### src/verilog/adcf_pkg.sv
// Shared constants for the channel power-down and feature-select register block.
// Assumes a 16-bit command frame on the serial port: address, write flag, data.
package adcf_pkg;

  // Channel count of the full device and of the reduced variant.
  localparam int unsigned NUM_CH_FULL    = 8;
  localparam int unsigned NUM_CH_REDUCED = 4;

  // Command frame layout, most significant bit first on the serial line.
  localparam int unsigned FRAME_BITS     = 16;
  localparam int unsigned ADDR_MSB       = 15;
  localparam int unsigned ADDR_LSB       = 9;
  localparam int unsigned WRITE_BIT      = 8;
  localparam int unsigned DATA_MSB       = 7;
  localparam int unsigned DATA_BITS      = 8;
  localparam int unsigned RESP_BITS      = 8;
  localparam logic [4:0]  CMD_LAST_CNT   = 5'h0F;
  localparam logic [4:0]  RESP_LAST_CNT  = 5'h17;

  // Program register offsets.
  localparam logic [6:0] ADDR_POWER_DOWN = 7'h02;
  localparam logic [6:0] ADDR_FEATURE    = 7'h03;

  // Reset values, the all-down mask and the unmapped read value.
  localparam logic [7:0] POWER_DOWN_RST  = 8'h00;
  localparam logic [7:0] FEATURE_RST     = 8'h00;
  localparam logic [7:0] ALL_POWER_DOWN  = 8'hFF;
  localparam logic [7:0] UNMAPPED_READ   = 8'h00;

  // Feature-select field positions.
  localparam int unsigned FEAT_ID_MSB    = 7;
  localparam int unsigned FEAT_ID_LSB    = 6;
  localparam int unsigned FEAT_RSVD_HI   = 5;
  localparam int unsigned FEAT_ALARM     = 4;
  localparam int unsigned FEAT_RSVD_LO   = 3;
  localparam int unsigned FEAT_FMT_MSB   = 2;
  localparam int unsigned FEAT_FMT_LSB   = 0;

  // Output word layout.
  localparam int unsigned RESULT_BITS    = 18;
  localparam int unsigned WORD_BITS      = 27;
  localparam int unsigned TAG_BITS       = 4;
  localparam int unsigned ID_BITS        = 2;
  localparam int unsigned RANGE_BITS     = 3;

  // Output word format codes.
  typedef enum logic [2:0] {
    FMT_RESULT_ONLY = 3'h0,
    FMT_WITH_TAG    = 3'h1,
    FMT_WITH_ID     = 3'h2,
    FMT_WITH_RANGE  = 3'h3
  } adcf_fmt_t;

  // Serial port frame states, Gray coded along the frame.
  typedef enum logic [1:0] {
    ST_IDLE = 2'b00,
    ST_CMD  = 2'b01,
    ST_RESP = 2'b11,
    ST_DONE = 2'b10
  } adcf_state_t;

endpackage

### src/verilog/adcf_regs.sv
// Channel power-down mask and feature-select registers behind the serial port.
// Assumes sclk, cs_n and sdi come from pins; conversion inputs are on mclk.
//
// Summary of operation
// - power-down mask sits at address 02h.
// - power-down mask resets to 00h.
// - set bit powers channel down, drops from scan.
// - mask FFh powers all down, results invalid.
// - manual mode on dead channel gives invalid result.
// - reduced variant ignores writes to absent channels.
// - reduced variant reads absent channel bits as ones.
// - feature register at 03h, resets to zero.
// - bits 7-6 hold daisy-chain position.
// - bits 5 and 3 read zero.
// - bit 4 enables threshold alarm checking.
// - bits 2-0 choose output word format.
// - format code adds tag, id, range.
// - channel tag is four-bit binary channel number.
// - empty scan mask falls back to channel 0.
`timescale 1ns/1ns
`default_nettype none
module adcf_regs
  import adcf_pkg::*;
#(
  parameter int unsigned NUM_CH = NUM_CH_FULL
) (
  input  wire logic                      mclk,
  input  wire logic                      nrst,
  input  wire logic                      sclk,
  input  wire logic                      cs_n,
  input  wire logic                      sdi,
  output logic                           sdo,
  output logic                           sdo_oe,
  input  wire logic                      manual_single_channel_mode,
  input  wire logic [2:0]                manual_channel,
  input  wire logic [7:0]                scan_include_mask,
  input  wire logic                      conv_valid,
  input  wire logic [RESULT_BITS-1:0]    conv_result,
  input  wire logic [2:0]                conv_channel,
  input  wire logic [RANGE_BITS-1:0]     conv_range,
  output logic [7:0]                     front_end_power_down_bit,
  output logic [7:0]                     scan_enable_eff,
  output logic                           scan_fallback_ch0,
  output logic                           alarm_check_en,
  output logic [ID_BITS-1:0]             chain_position_id,
  output logic [2:0]                     output_word_format_code,
  output logic [WORD_BITS-1:0]           out_word,
  output logic                           out_word_valid,
  output logic                           out_word_invalid
);

  import adcf_pkg::*;

  // Channels that exist in this variant; bits above them are absent.
  localparam logic [7:0] PRESENT_MASK = 8'(((9'h001 << NUM_CH) - 9'h001));

  // Idle pin levels held by the synchroniser in reset: sclk low, cs_n high, sdi low.
  localparam logic [2:0] PIN_IDLE = {1'b0, 1'b1, 1'b0};

  logic [2:0]           pin_sync;
  logic                 sclk_s;
  logic                 csn_s;
  logic                 sdi_s;
  logic                 sclk_prev_q;
  logic                 sclk_rise;
  logic                 sclk_fall;
  adcf_state_t          state_q;
  logic [4:0]           bit_cnt_q;
  logic [FRAME_BITS-1:0] cmd_q;
  logic [FRAME_BITS-1:0] cmd_d;
  logic [RESP_BITS-1:0] tx_q;
  logic                 resp_armed_q;
  logic [7:0]           pd_q;
  logic [7:0]           feat_q;
  logic [7:0]           rd_data;
  logic [6:0]           cmd_addr;
  logic                 cmd_write;
  logic [7:0]           cmd_data;
  logic                 frame_end;
  logic [7:0]           scan_raw;
  logic                 sel_dead;
  logic [WORD_BITS-1:0] word_c;

  // Pin inputs pass two flip-flops before anything reads them.
  adcf_sync #(
    .WIDTH   (3),
    .RST_VAL (PIN_IDLE)
  ) u_pin_sync (
    .mclk     (mclk),
    .nrst     (nrst),
    .async_in ({sclk, cs_n, sdi}),
    .sync_out (pin_sync)
  );

  assign sclk_s = pin_sync[2];
  assign csn_s  = pin_sync[1];
  assign sdi_s  = pin_sync[0];

  // Previous serial clock level for edge detection on the synchronised copy.
  always_ff @(posedge mclk or negedge nrst) begin
    if (!nrst) begin
      sclk_prev_q <= 1'b0;
    end else begin
      sclk_prev_q <= sclk_s;
    end
  end

  assign sclk_rise = sclk_s & ~sclk_prev_q & ~csn_s;
  assign sclk_fall = ~sclk_s & sclk_prev_q & ~csn_s;

  // Incoming command bits, shifted in MSB first on rising serial edges.
  assign cmd_d     = {cmd_q[FRAME_BITS-2:0], sdi_s};
  assign cmd_addr  = cmd_d[ADDR_MSB:ADDR_LSB];
  assign cmd_write = cmd_d[WRITE_BIT];
  assign cmd_data  = cmd_d[DATA_MSB:0];
  assign frame_end = (state_q == ST_CMD) && sclk_rise && (bit_cnt_q == CMD_LAST_CNT);

  // Frame sequencer; chip select high aborts any frame in progress.
  always_ff @(posedge mclk or negedge nrst) begin
    if (!nrst) begin
      state_q   <= ST_IDLE;
      bit_cnt_q <= 5'h00;
    end else if (csn_s) begin
      state_q   <= ST_IDLE;
      bit_cnt_q <= 5'h00;
    end else begin
      case (state_q)
        ST_IDLE: begin
          state_q   <= ST_CMD;
          bit_cnt_q <= 5'h00;
        end
        ST_CMD: begin
          if (sclk_rise) begin
            bit_cnt_q <= bit_cnt_q + 5'h01;
            if (frame_end) begin
              state_q <= ST_RESP;
            end
          end
        end
        ST_RESP: begin
          if (sclk_rise) begin
            bit_cnt_q <= bit_cnt_q + 5'h01;
            if (bit_cnt_q == RESP_LAST_CNT) begin
              state_q <= ST_DONE;
            end
          end
        end
        default: begin
          bit_cnt_q <= bit_cnt_q;
        end
      endcase
    end
  end

  // Command shift register.
  always_ff @(posedge mclk or negedge nrst) begin
    if (!nrst) begin
      cmd_q <= '0;
    end else if (csn_s) begin
      cmd_q <= '0;
    end else if (sclk_rise && state_q == ST_CMD) begin
      cmd_q <= cmd_d;
    end
  end

  // Power-down mask; bits of absent channels never change.
  always_ff @(posedge mclk or negedge nrst) begin
    if (!nrst) begin
      pd_q <= POWER_DOWN_RST;
    end else if (frame_end && cmd_write && cmd_addr == ADDR_POWER_DOWN) begin
      pd_q <= cmd_data & PRESENT_MASK;
    end
  end

  // Feature-select register; the two reserved bits are never stored.
  always_ff @(posedge mclk or negedge nrst) begin
    if (!nrst) begin
      feat_q <= FEATURE_RST;
    end else if (frame_end && cmd_write && cmd_addr == ADDR_FEATURE) begin
      feat_q <= cmd_data;
      feat_q[FEAT_RSVD_HI] <= 1'b0;
      feat_q[FEAT_RSVD_LO] <= 1'b0;
    end
  end

  // Read mux; absent channel bits read as ones, unmapped addresses as zero.
  always_comb begin
    if (cmd_addr == ADDR_POWER_DOWN) begin
      rd_data = pd_q | ~PRESENT_MASK;
    end else if (cmd_addr == ADDR_FEATURE) begin
      rd_data = feat_q;
    end else begin
      rd_data = UNMAPPED_READ;
    end
  end

  // Arms the read shifter once the first response clock has risen, so the
  // falling edge that closes the command phase leaves the first bit in place.
  always_ff @(posedge mclk or negedge nrst) begin
    if (!nrst) begin
      resp_armed_q <= 1'b0;
    end else if (csn_s || frame_end) begin
      resp_armed_q <= 1'b0;
    end else if (sclk_rise && state_q == ST_RESP) begin
      resp_armed_q <= 1'b1;
    end
  end

  // Read data goes out MSB first, advancing on falling serial edges.
  always_ff @(posedge mclk or negedge nrst) begin
    if (!nrst) begin
      tx_q <= '0;
    end else if (csn_s) begin
      tx_q <= '0;
    end else if (frame_end) begin
      tx_q <= cmd_write ? cmd_data : rd_data;
    end else if (sclk_fall && state_q == ST_RESP && resp_armed_q) begin
      tx_q <= {tx_q[RESP_BITS-2:0], 1'b0};
    end
  end

  // Serial data pin driven from flops while the frame is selected.
  // The last bit stays on the pin after the final clock until the frame closes.
  always_ff @(posedge mclk or negedge nrst) begin
    if (!nrst) begin
      sdo    <= 1'b0;
      sdo_oe <= 1'b0;
    end else begin
      sdo    <= (state_q == ST_RESP || state_q == ST_DONE) ? tx_q[RESP_BITS-1] : 1'b0;
      sdo_oe <= ~csn_s;
    end
  end

  // Scan candidates: included and powered up.
  assign scan_raw = scan_include_mask & ~pd_q & PRESENT_MASK;
  assign sel_dead = pd_q[manual_channel];

  // Power-down copy and scan enables for the front end and the scanner.
  always_ff @(posedge mclk or negedge nrst) begin
    if (!nrst) begin
      front_end_power_down_bit <= POWER_DOWN_RST;
      scan_enable_eff          <= 8'h00;
    end else begin
      front_end_power_down_bit <= pd_q;
      scan_enable_eff          <= scan_raw;
    end
  end

  // Empty scan mask flag; the scanner then converts channel 0.
  always_ff @(posedge mclk or negedge nrst) begin
    if (!nrst) begin
      scan_fallback_ch0 <= 1'b0;
    end else begin
      scan_fallback_ch0 <= (scan_include_mask & PRESENT_MASK) == 8'h00;
    end
  end

  // Feature fields for the alarm logic and the output formatter.
  always_ff @(posedge mclk or negedge nrst) begin
    if (!nrst) begin
      alarm_check_en          <= 1'b0;
      chain_position_id       <= 2'h0;
      output_word_format_code <= 3'h0;
    end else begin
      alarm_check_en          <= feat_q[FEAT_ALARM];
      chain_position_id       <= feat_q[FEAT_ID_MSB:FEAT_ID_LSB];
      output_word_format_code <= feat_q[FEAT_FMT_MSB:FEAT_FMT_LSB];
    end
  end

  // Output word builder.
  adcf_word_fmt u_word_fmt (
    .fmt_code    (feat_q[FEAT_FMT_MSB:FEAT_FMT_LSB]),
    .result      (conv_result),
    .channel_tag ({1'b0, conv_channel}),
    .chain_id    (feat_q[FEAT_ID_MSB:FEAT_ID_LSB]),
    .range_code  (conv_range),
    .word        (word_c)
  );

  // Word strobe follows each conversion pulse by one cycle.
  always_ff @(posedge mclk or negedge nrst) begin
    if (!nrst) begin
      out_word_valid <= 1'b0;
    end else begin
      out_word_valid <= conv_valid;
    end
  end

  // Captured word; invalid when all channels are down or the manual channel is.
  // The alarm enable is not gated, so a dead manual channel may still alarm.
  always_ff @(posedge mclk or negedge nrst) begin
    if (!nrst) begin
      out_word         <= '0;
      out_word_invalid <= 1'b0;
    end else begin
      if (conv_valid) begin
        out_word         <= word_c;
        out_word_invalid <= ((pd_q | ~PRESENT_MASK) == ALL_POWER_DOWN)
                            || (manual_single_channel_mode && sel_dead);
      end
    end
  end

endmodule
`default_nettype wire

### src/verilog/adcf_sync.sv
// Two-stage synchroniser for levels entering the mclk domain from pins.
// Assumes the inputs are asynchronous levels; only the second stage is read.
// Both stages reset to RST_VAL, the idle level of each pin, so no false level follows reset.
`timescale 1ns/1ns
`default_nettype none
module adcf_sync #(
  parameter int unsigned      WIDTH   = 1,
  parameter logic [WIDTH-1:0] RST_VAL = '0
) (
  input  wire logic             mclk,
  input  wire logic             nrst,
  input  wire logic [WIDTH-1:0] async_in,
  output logic      [WIDTH-1:0] sync_out
);

  logic [WIDTH-1:0] meta_q;

  // First stage catches the pin, second stage is the only one read downstream.
  always_ff @(posedge mclk or negedge nrst) begin
    if (!nrst) begin
      meta_q   <= RST_VAL;
      sync_out <= RST_VAL;
    end else begin
      meta_q   <= async_in;
      sync_out <= meta_q;
    end
  end

endmodule
`default_nettype wire

### src/verilog/adcf_word_fmt.sv
// Combinational composer of the 27-bit serial output word.
// Assumes the caller registers the result before it reaches a pin.
`timescale 1ns/1ns
`default_nettype none
module adcf_word_fmt
  import adcf_pkg::*;
(
  input  wire logic [2:0]              fmt_code,
  input  wire logic [RESULT_BITS-1:0]  result,
  input  wire logic [TAG_BITS-1:0]     channel_tag,
  input  wire logic [ID_BITS-1:0]      chain_id,
  input  wire logic [RANGE_BITS-1:0]   range_code,
  output logic      [WORD_BITS-1:0]    word
);

  // Result goes first, then fields by format code; unused tail bits are low.
  always_comb begin
    word = '0;
    word[WORD_BITS-1 -: RESULT_BITS] = result;
    case (fmt_code)
      FMT_WITH_TAG: begin
        word[TAG_BITS+ID_BITS+RANGE_BITS-1 -: TAG_BITS] = channel_tag;
      end
      FMT_WITH_ID: begin
        word[TAG_BITS+ID_BITS+RANGE_BITS-1 -: TAG_BITS] = channel_tag;
        word[ID_BITS+RANGE_BITS-1 -: ID_BITS]           = chain_id;
      end
      FMT_WITH_RANGE: begin
        word[TAG_BITS+ID_BITS+RANGE_BITS-1 -: TAG_BITS] = channel_tag;
        word[ID_BITS+RANGE_BITS-1 -: ID_BITS]           = chain_id;
        word[RANGE_BITS-1:0]                            = range_code;
      end
      default: begin
        word[WORD_BITS-1 -: RESULT_BITS] = result;
      end
    endcase
  end

endmodule
`default_nettype wire

### config.mk
export PLATFORM = sky130hd
export DESIGN_NAME = adcf_regs
export DESIGN_NICKNAME = d
export VERILOG_FILES = /design/src/verilog/adcf_pkg.sv /design/src/verilog/adcf_regs.sv /design/src/verilog/adcf_sync.sv /design/src/verilog/adcf_word_fmt.sv
export SDC_FILE = /design/constraint.sdc
export NUM_CORES = 1
export LEC_CHECK = 0
export BUFFER_PORTS_ARGS = -buffer_cell sky130_fd_sc_hd__buf_2
export CORE_MARGIN = 5
export CORE_UTILIZATION = 50
export DETAILED_ROUTE_END_ITERATION = 10
export MAX_ROUTING_LAYER = met4
export PLACE_DENSITY = 0.74
export SYNTH_ARGS = -nofsm -noshare
export SYNTH_HDL_FRONTEND = slang
export SYNTH_SLANG_ARGS = --single-unit
### constraint.sdc
create_clock -name mclk -period 4 [get_ports mclk]
set_input_delay 0.2 -clock mclk [delete_from_list [all_inputs] [get_ports mclk]]
set_output_delay 0.2 -clock mclk [all_outputs]
set_load 0.005 [all_outputs]
== After elaboration in Yosys (flattened, before gate mapping) ==
Index checks and enable logic that the tools add are counted.
Storage, ports and cells
  input port bits: 42
  register bits: 106
  output and inout bits: 54
Cells by class
  eq/ne operators: 16
  reductions and logical operators: 24
  bitwise gates (word level): 9
  multiplexer cells: 25
  add/sub/neg operators: 1
  magnitude comparators: 1
Operator list (count)
  $mux 8: 6
  $mux 15: 2
  $eq 7x2->1 const B: 2
  $mux 2: 6
  $ne 3x2->1 const B: 4
  $mux 5: 2
  $pmux 5 s2: 1
  $logic_and 1x1->1: 9
  $and 8x8->8: 1
  $eq 8x8->1 const B: 1
  $logic_not 8->1: 1
  $not 8->8: 1
  $eq 3x2->1 const B: 2
  $mux 3: 2
  $pmux 2 s3: 1
  $reduce_bool 3->1: 2
  $add 5x1->5 const B: 1
  $eq 5x4->1 const B: 1
  $eq 5x5->1 const B: 1
  $reduce_and 5->1: 1
  $and 1x1->1: 4
  $eq 2x2->1 const B: 2
  $lt 3x4->1 const B: 1
  $mux 1: 4
  12 further kinds: 18

== Longest topological paths before layout ==
  depth after elaboration: 9
  depth in mapped cells: 9

== Modules after synthesis ==
From an unflattened synthesis, not the netlist that was laid out.
Second synthesis, totals
  cells, all modules: 365
  area, all modules: 4479.3 sq um
Modules (own cells, without submodules)
  adcf_regs: cells each 329, times used 1, area an instance 4101.4 sq um
  adcf_word_fmt: cells each 30, times used 1, area an instance 225.2 sq um
  adcf_sync: cells each 6, times used 1, area an instance 152.6 sq um

== Worst setup path after synthesis ==
Ideal clock, no wire load.
  path kind: flip-flop to flip-flop
  start point: reg bit_cnt_q[0]
  end point: reg pd_q[0]
  stages on the path, launching flop included: 9
  arrival time: 2.224 ns
  clock period less this slack: 2.348 ns
  slack: 1.652 ns
  data required time: 3.875 ns
  cell sequence: dfrtp_1 -> ha_1 -> and3_1 -> ha_1 -> nand4b_1 -> or3_1 -> buf_2 -> nor4b_4 -> mux2_2
On the way
  cells in the longest elaborated chain, start to end: 4
RTL lines
  from (decl): line adcf_regs.sv:68  | logic [4:0] bit_cnt_q;
  from (signal assigned): line adcf_regs.sv:134  | bit_cnt_q <= bit_cnt_q + 5'h01;
  from (signal assigned): line adcf_regs.sv:142  | bit_cnt_q <= bit_cnt_q + 5'h01;
  from (signal assigned): line adcf_regs.sv:149  | bit_cnt_q <= bit_cnt_q;
  $eq 5x4->1: line adcf_regs.sv:116  | assign frame_end = (state_q == ST_CMD) && sclk_rise && (bit_cnt_q == CMD_LAST_CNT);
  $logic_and 1x1->1: line adcf_regs.sv:116
  $logic_and 1x1->1 (2 in series): line adcf_regs.sv:170  | end else if (frame_end && cmd_write && cmd_addr == ADDR_POWER_DOWN) begin
  to (signal assigned): line adcf_regs.sv:171  | pd_q <= cmd_data & PRESENT_MASK;
  to (decl): line adcf_regs.sv:73  | logic [7:0] pd_q;
No other way between the ends.
A chain may end at the register's enable or synchronous reset.

== Worst setup path in the final report ==
  start point: reg bit_cnt_q[0]
  end point: reg pd_q[7]
The elaborated chain is that of the path after synthesis.

==> qor.csv <==
metric,value,unit
TritonCTS clock tree,built,
class of the worst hold path,in2reg,
fin crit period,2.75,ns
Syn Nets,384,
routed wire length per instance,15.9,um
H-tree depth,3,
status,finished clean,
vias in the first global route,2906,
Leak,2.45,nW
Via density,5.35,
endpoint type of the worst setup path,register,
share of post-route cells with drive strength above 1,34.6,%
total grt overflow,0,
Longest Clk Path Bufs,2,
Worst EP required,4.25,ns
Vias,2894,
initial antenna violation count,0,
area of the die,10300,um2
CTS Buf Count,9,
Main synth FF type,dfrtp_1,
Worst-Margin Slew,0.963,ns
Max-slew headroom,35.8,%
Total Routing Usage GR,17.9,%
Worst-Skew Late Latency,0.37,ns
"EDFF count, synth",0,
Final Max Slew Viols,0,
area grow syn2layout,18.6,%
dpl cells,521,
# nets final,475,
Fmax,364,MHz
initial core utilization,51.1,%
DR iter-0 viols,235,
Fin Setup TNS,0,ns
# IOs,96,
Worst-path clk slew,0.10,ns
Power Total,1.89,mW
Hold Crit Depth,3,
worst reg2reg path depth,7,
Final Instance Count excl. Fillers,541,
Post-DRT Antenna Nets,0,
die height,101,um
CTS Root Buffer Type,clkbuf_8,
post-DP HPWL,6150,um
Sink Count,105,
Crit Path Max Fanout,14,
Peak VDD IR,0.288,mV
drt drc,0,
pwr/cell area,381,nW/um2
Fill cells,686,
row cnt,33,
Yosys Warn Count,0,
post-synthesis sequential area ratio,63.0,%
Post-Syn Area per Cell,12.3,um2
asr flop ratio synth,100,%
Clock Skews,0.0149,ns
port bufs,94,
period utilization,68.7,%
crit path launch type,register,
maximum capacitance violations,0,
crit path kind,reg2reg,
Worst EP arrival,2.99,ns
# setup viols final,0,
Netlist cell types,46,
cell area after synthesis,4180,um2
Total Wirelength,8600,um
Inserted Diodes,0,
Post-CTS Setup Inserts,0,
area of the core,8180,um2
Post-Synthesis Cells,340,
Die Width,101,um
final hold violation count,0,
Synth Register Bits,105,
RD Place Congestion,0.834,
largest net degree at the start of global routing,80,
DR pass1 iterations,4,
RSZ-0062 raised after global routing,false,
first-pass GRT wire length,14000,um
==> where the power goes <==
part | internal [mW] | switching [mW]
registers | 1.09 | 0.0179
logic | 0.0580 | 0.0616
clock network | 0.300 | 0.361
==> final timing paths <==
path	from	to	slack, ns
worst max register to register	bit_cnt_q[0]	pd_q[7]	1.25
worst min-delay path	conv_channel[2]	out_word[7]	0.05
min in group asynchronous	nrst	out_word[25]	0.51
worst min register to register	u_pin_sync.meta_q[0]	u_pin_sync.sync_out[0]	0.36
worst max-delay path	bit_cnt_q[0]	pd_q[7]	1.25
max in group asynchronous	nrst	out_word[2]	2.56
==> layer usage <==
metal	part of all wire, %	track usage [%]	wire [um]	up-vias
met2	46	27.8	3950	94
li1	-	-	-	1381
met4	1.3	5.62	111	0
met1	45	23.4	3830	1411
met3	8.1	4.41	696	8
met5	0	-	0	-
==> flip-flops by register name, summed over array words and instances, names as in the netlist, 2 cells and up <==
name and flops:
scan_enable_eff 8, chain_position_id 2, out_word 26, feat_q 6, cmd_q 15, output_word_format_code 3
pd_q 8, tx_q 8, front_end_power_down_bit 8, bit_cnt_q 5, u_pin_sync.meta_q 3, state_q 2
u_pin_sync.sync_out 3
==> kinds of logic after synthesis <==
family | Yosys count | synth area share, %
other cells | 1 | 0.0898
flops | 105 | 63.0
xor+xnor | 1 | 0.210
compound gates | 47 | 7.67
fa+ha+maj | 2 | 0.599
mux | 46 | 12.4
buf+inv | 34 | 3.21
simple gates | 104 | 12.8
==> area by class of cell <==
type,count,area [um2],area share (%)
inverter,15,56.3,1.14
tap,105,131,2.65
sequential,105,2630,53.1
multi-input combinational,201,1410,28.5
clock buffer,10,128,2.58
clock inverter,6,76.3,1.54
timing repair buffer,99,520,10.5
==> per-stage QoR <==
stage,area [um2],setup WS [ns],utilization (%),hold WS (ns)
2_1_floorplan,4180,1.65,-,-0.0956
3_3_place_gp,4710,1.35,57.6,0.306
3_5_place_dp,4710,1.28,57.6,0.307
4_1_cts,4950,1.26,60.6,0.0319
5_1_grt,4950,1.08,60.6,0.0366
6_report,4950,1.25,60.6,0.0537
==> synth_stat cells, types with 3 or more instances <==
master | instances | area share, %
dfrtp_1 | 103 | 62
nand2_1 | 43 | 3.9
mux2_2 | 37 | 10
nand3_1 | 16 | 1.9
clkbuf_1 | 15 | 1.3
inv_1 | 14 | 1.3
nor2b_1 | 10 | 1.5
a21oi_1 | 8 | 0.96
mux2i_1 | 8 | 1.9
nor2_1 | 8 | 0.72
o22ai_1 | 8 | 1.2
nand4_1 | 5 | 0.75
a221oi_1 | 4 | 0.84
nand4b_1 | 4 | 0.84
o21ai_0 | 4 | 0.48
a211oi_1 | 3 | 0.54
a21boi_0 | 3 | 0.54
a31oi_1 | 3 | 0.45
and3_1 | 3 | 0.45
nor3_1 | 3 | 0.36
o31ai_1 | 3 | 0.54
or4_1 | 3 | 0.54
==> cells in the final DEF (no fill, tap or decap), drive strengths merged, types with 4 or more instances in the layout <==
master	instances
inv	16
nand3	16
nor2b	10
a221oi	4
dfrtp	103
mux2	37
clkinv	4
nand4b	4
buf	95
nor2	8
nand2	43
nand4	5
a21oi	8
o21ai	4
clkbuf	10
dlygate4sd3	4
o22ai	8
mux2i	8
==> critical path, stage by stage (launching register included) <==
cell and delay [ns]:
dfrtp_1 0.41, ha_1 0.22, and3_1 0.17, ha_1 0.14, nand4b_1 0.14, or3_1 0.58, nor4b_4 0.56, mux2_2 0.40
==> timing repair <==
item | in CTS | in global routing
hold buffers | 4 | 0
resized for setup | 0 | 0
hold endpoints to repair | 35 | 0
(Power assumes the default switching activity.)
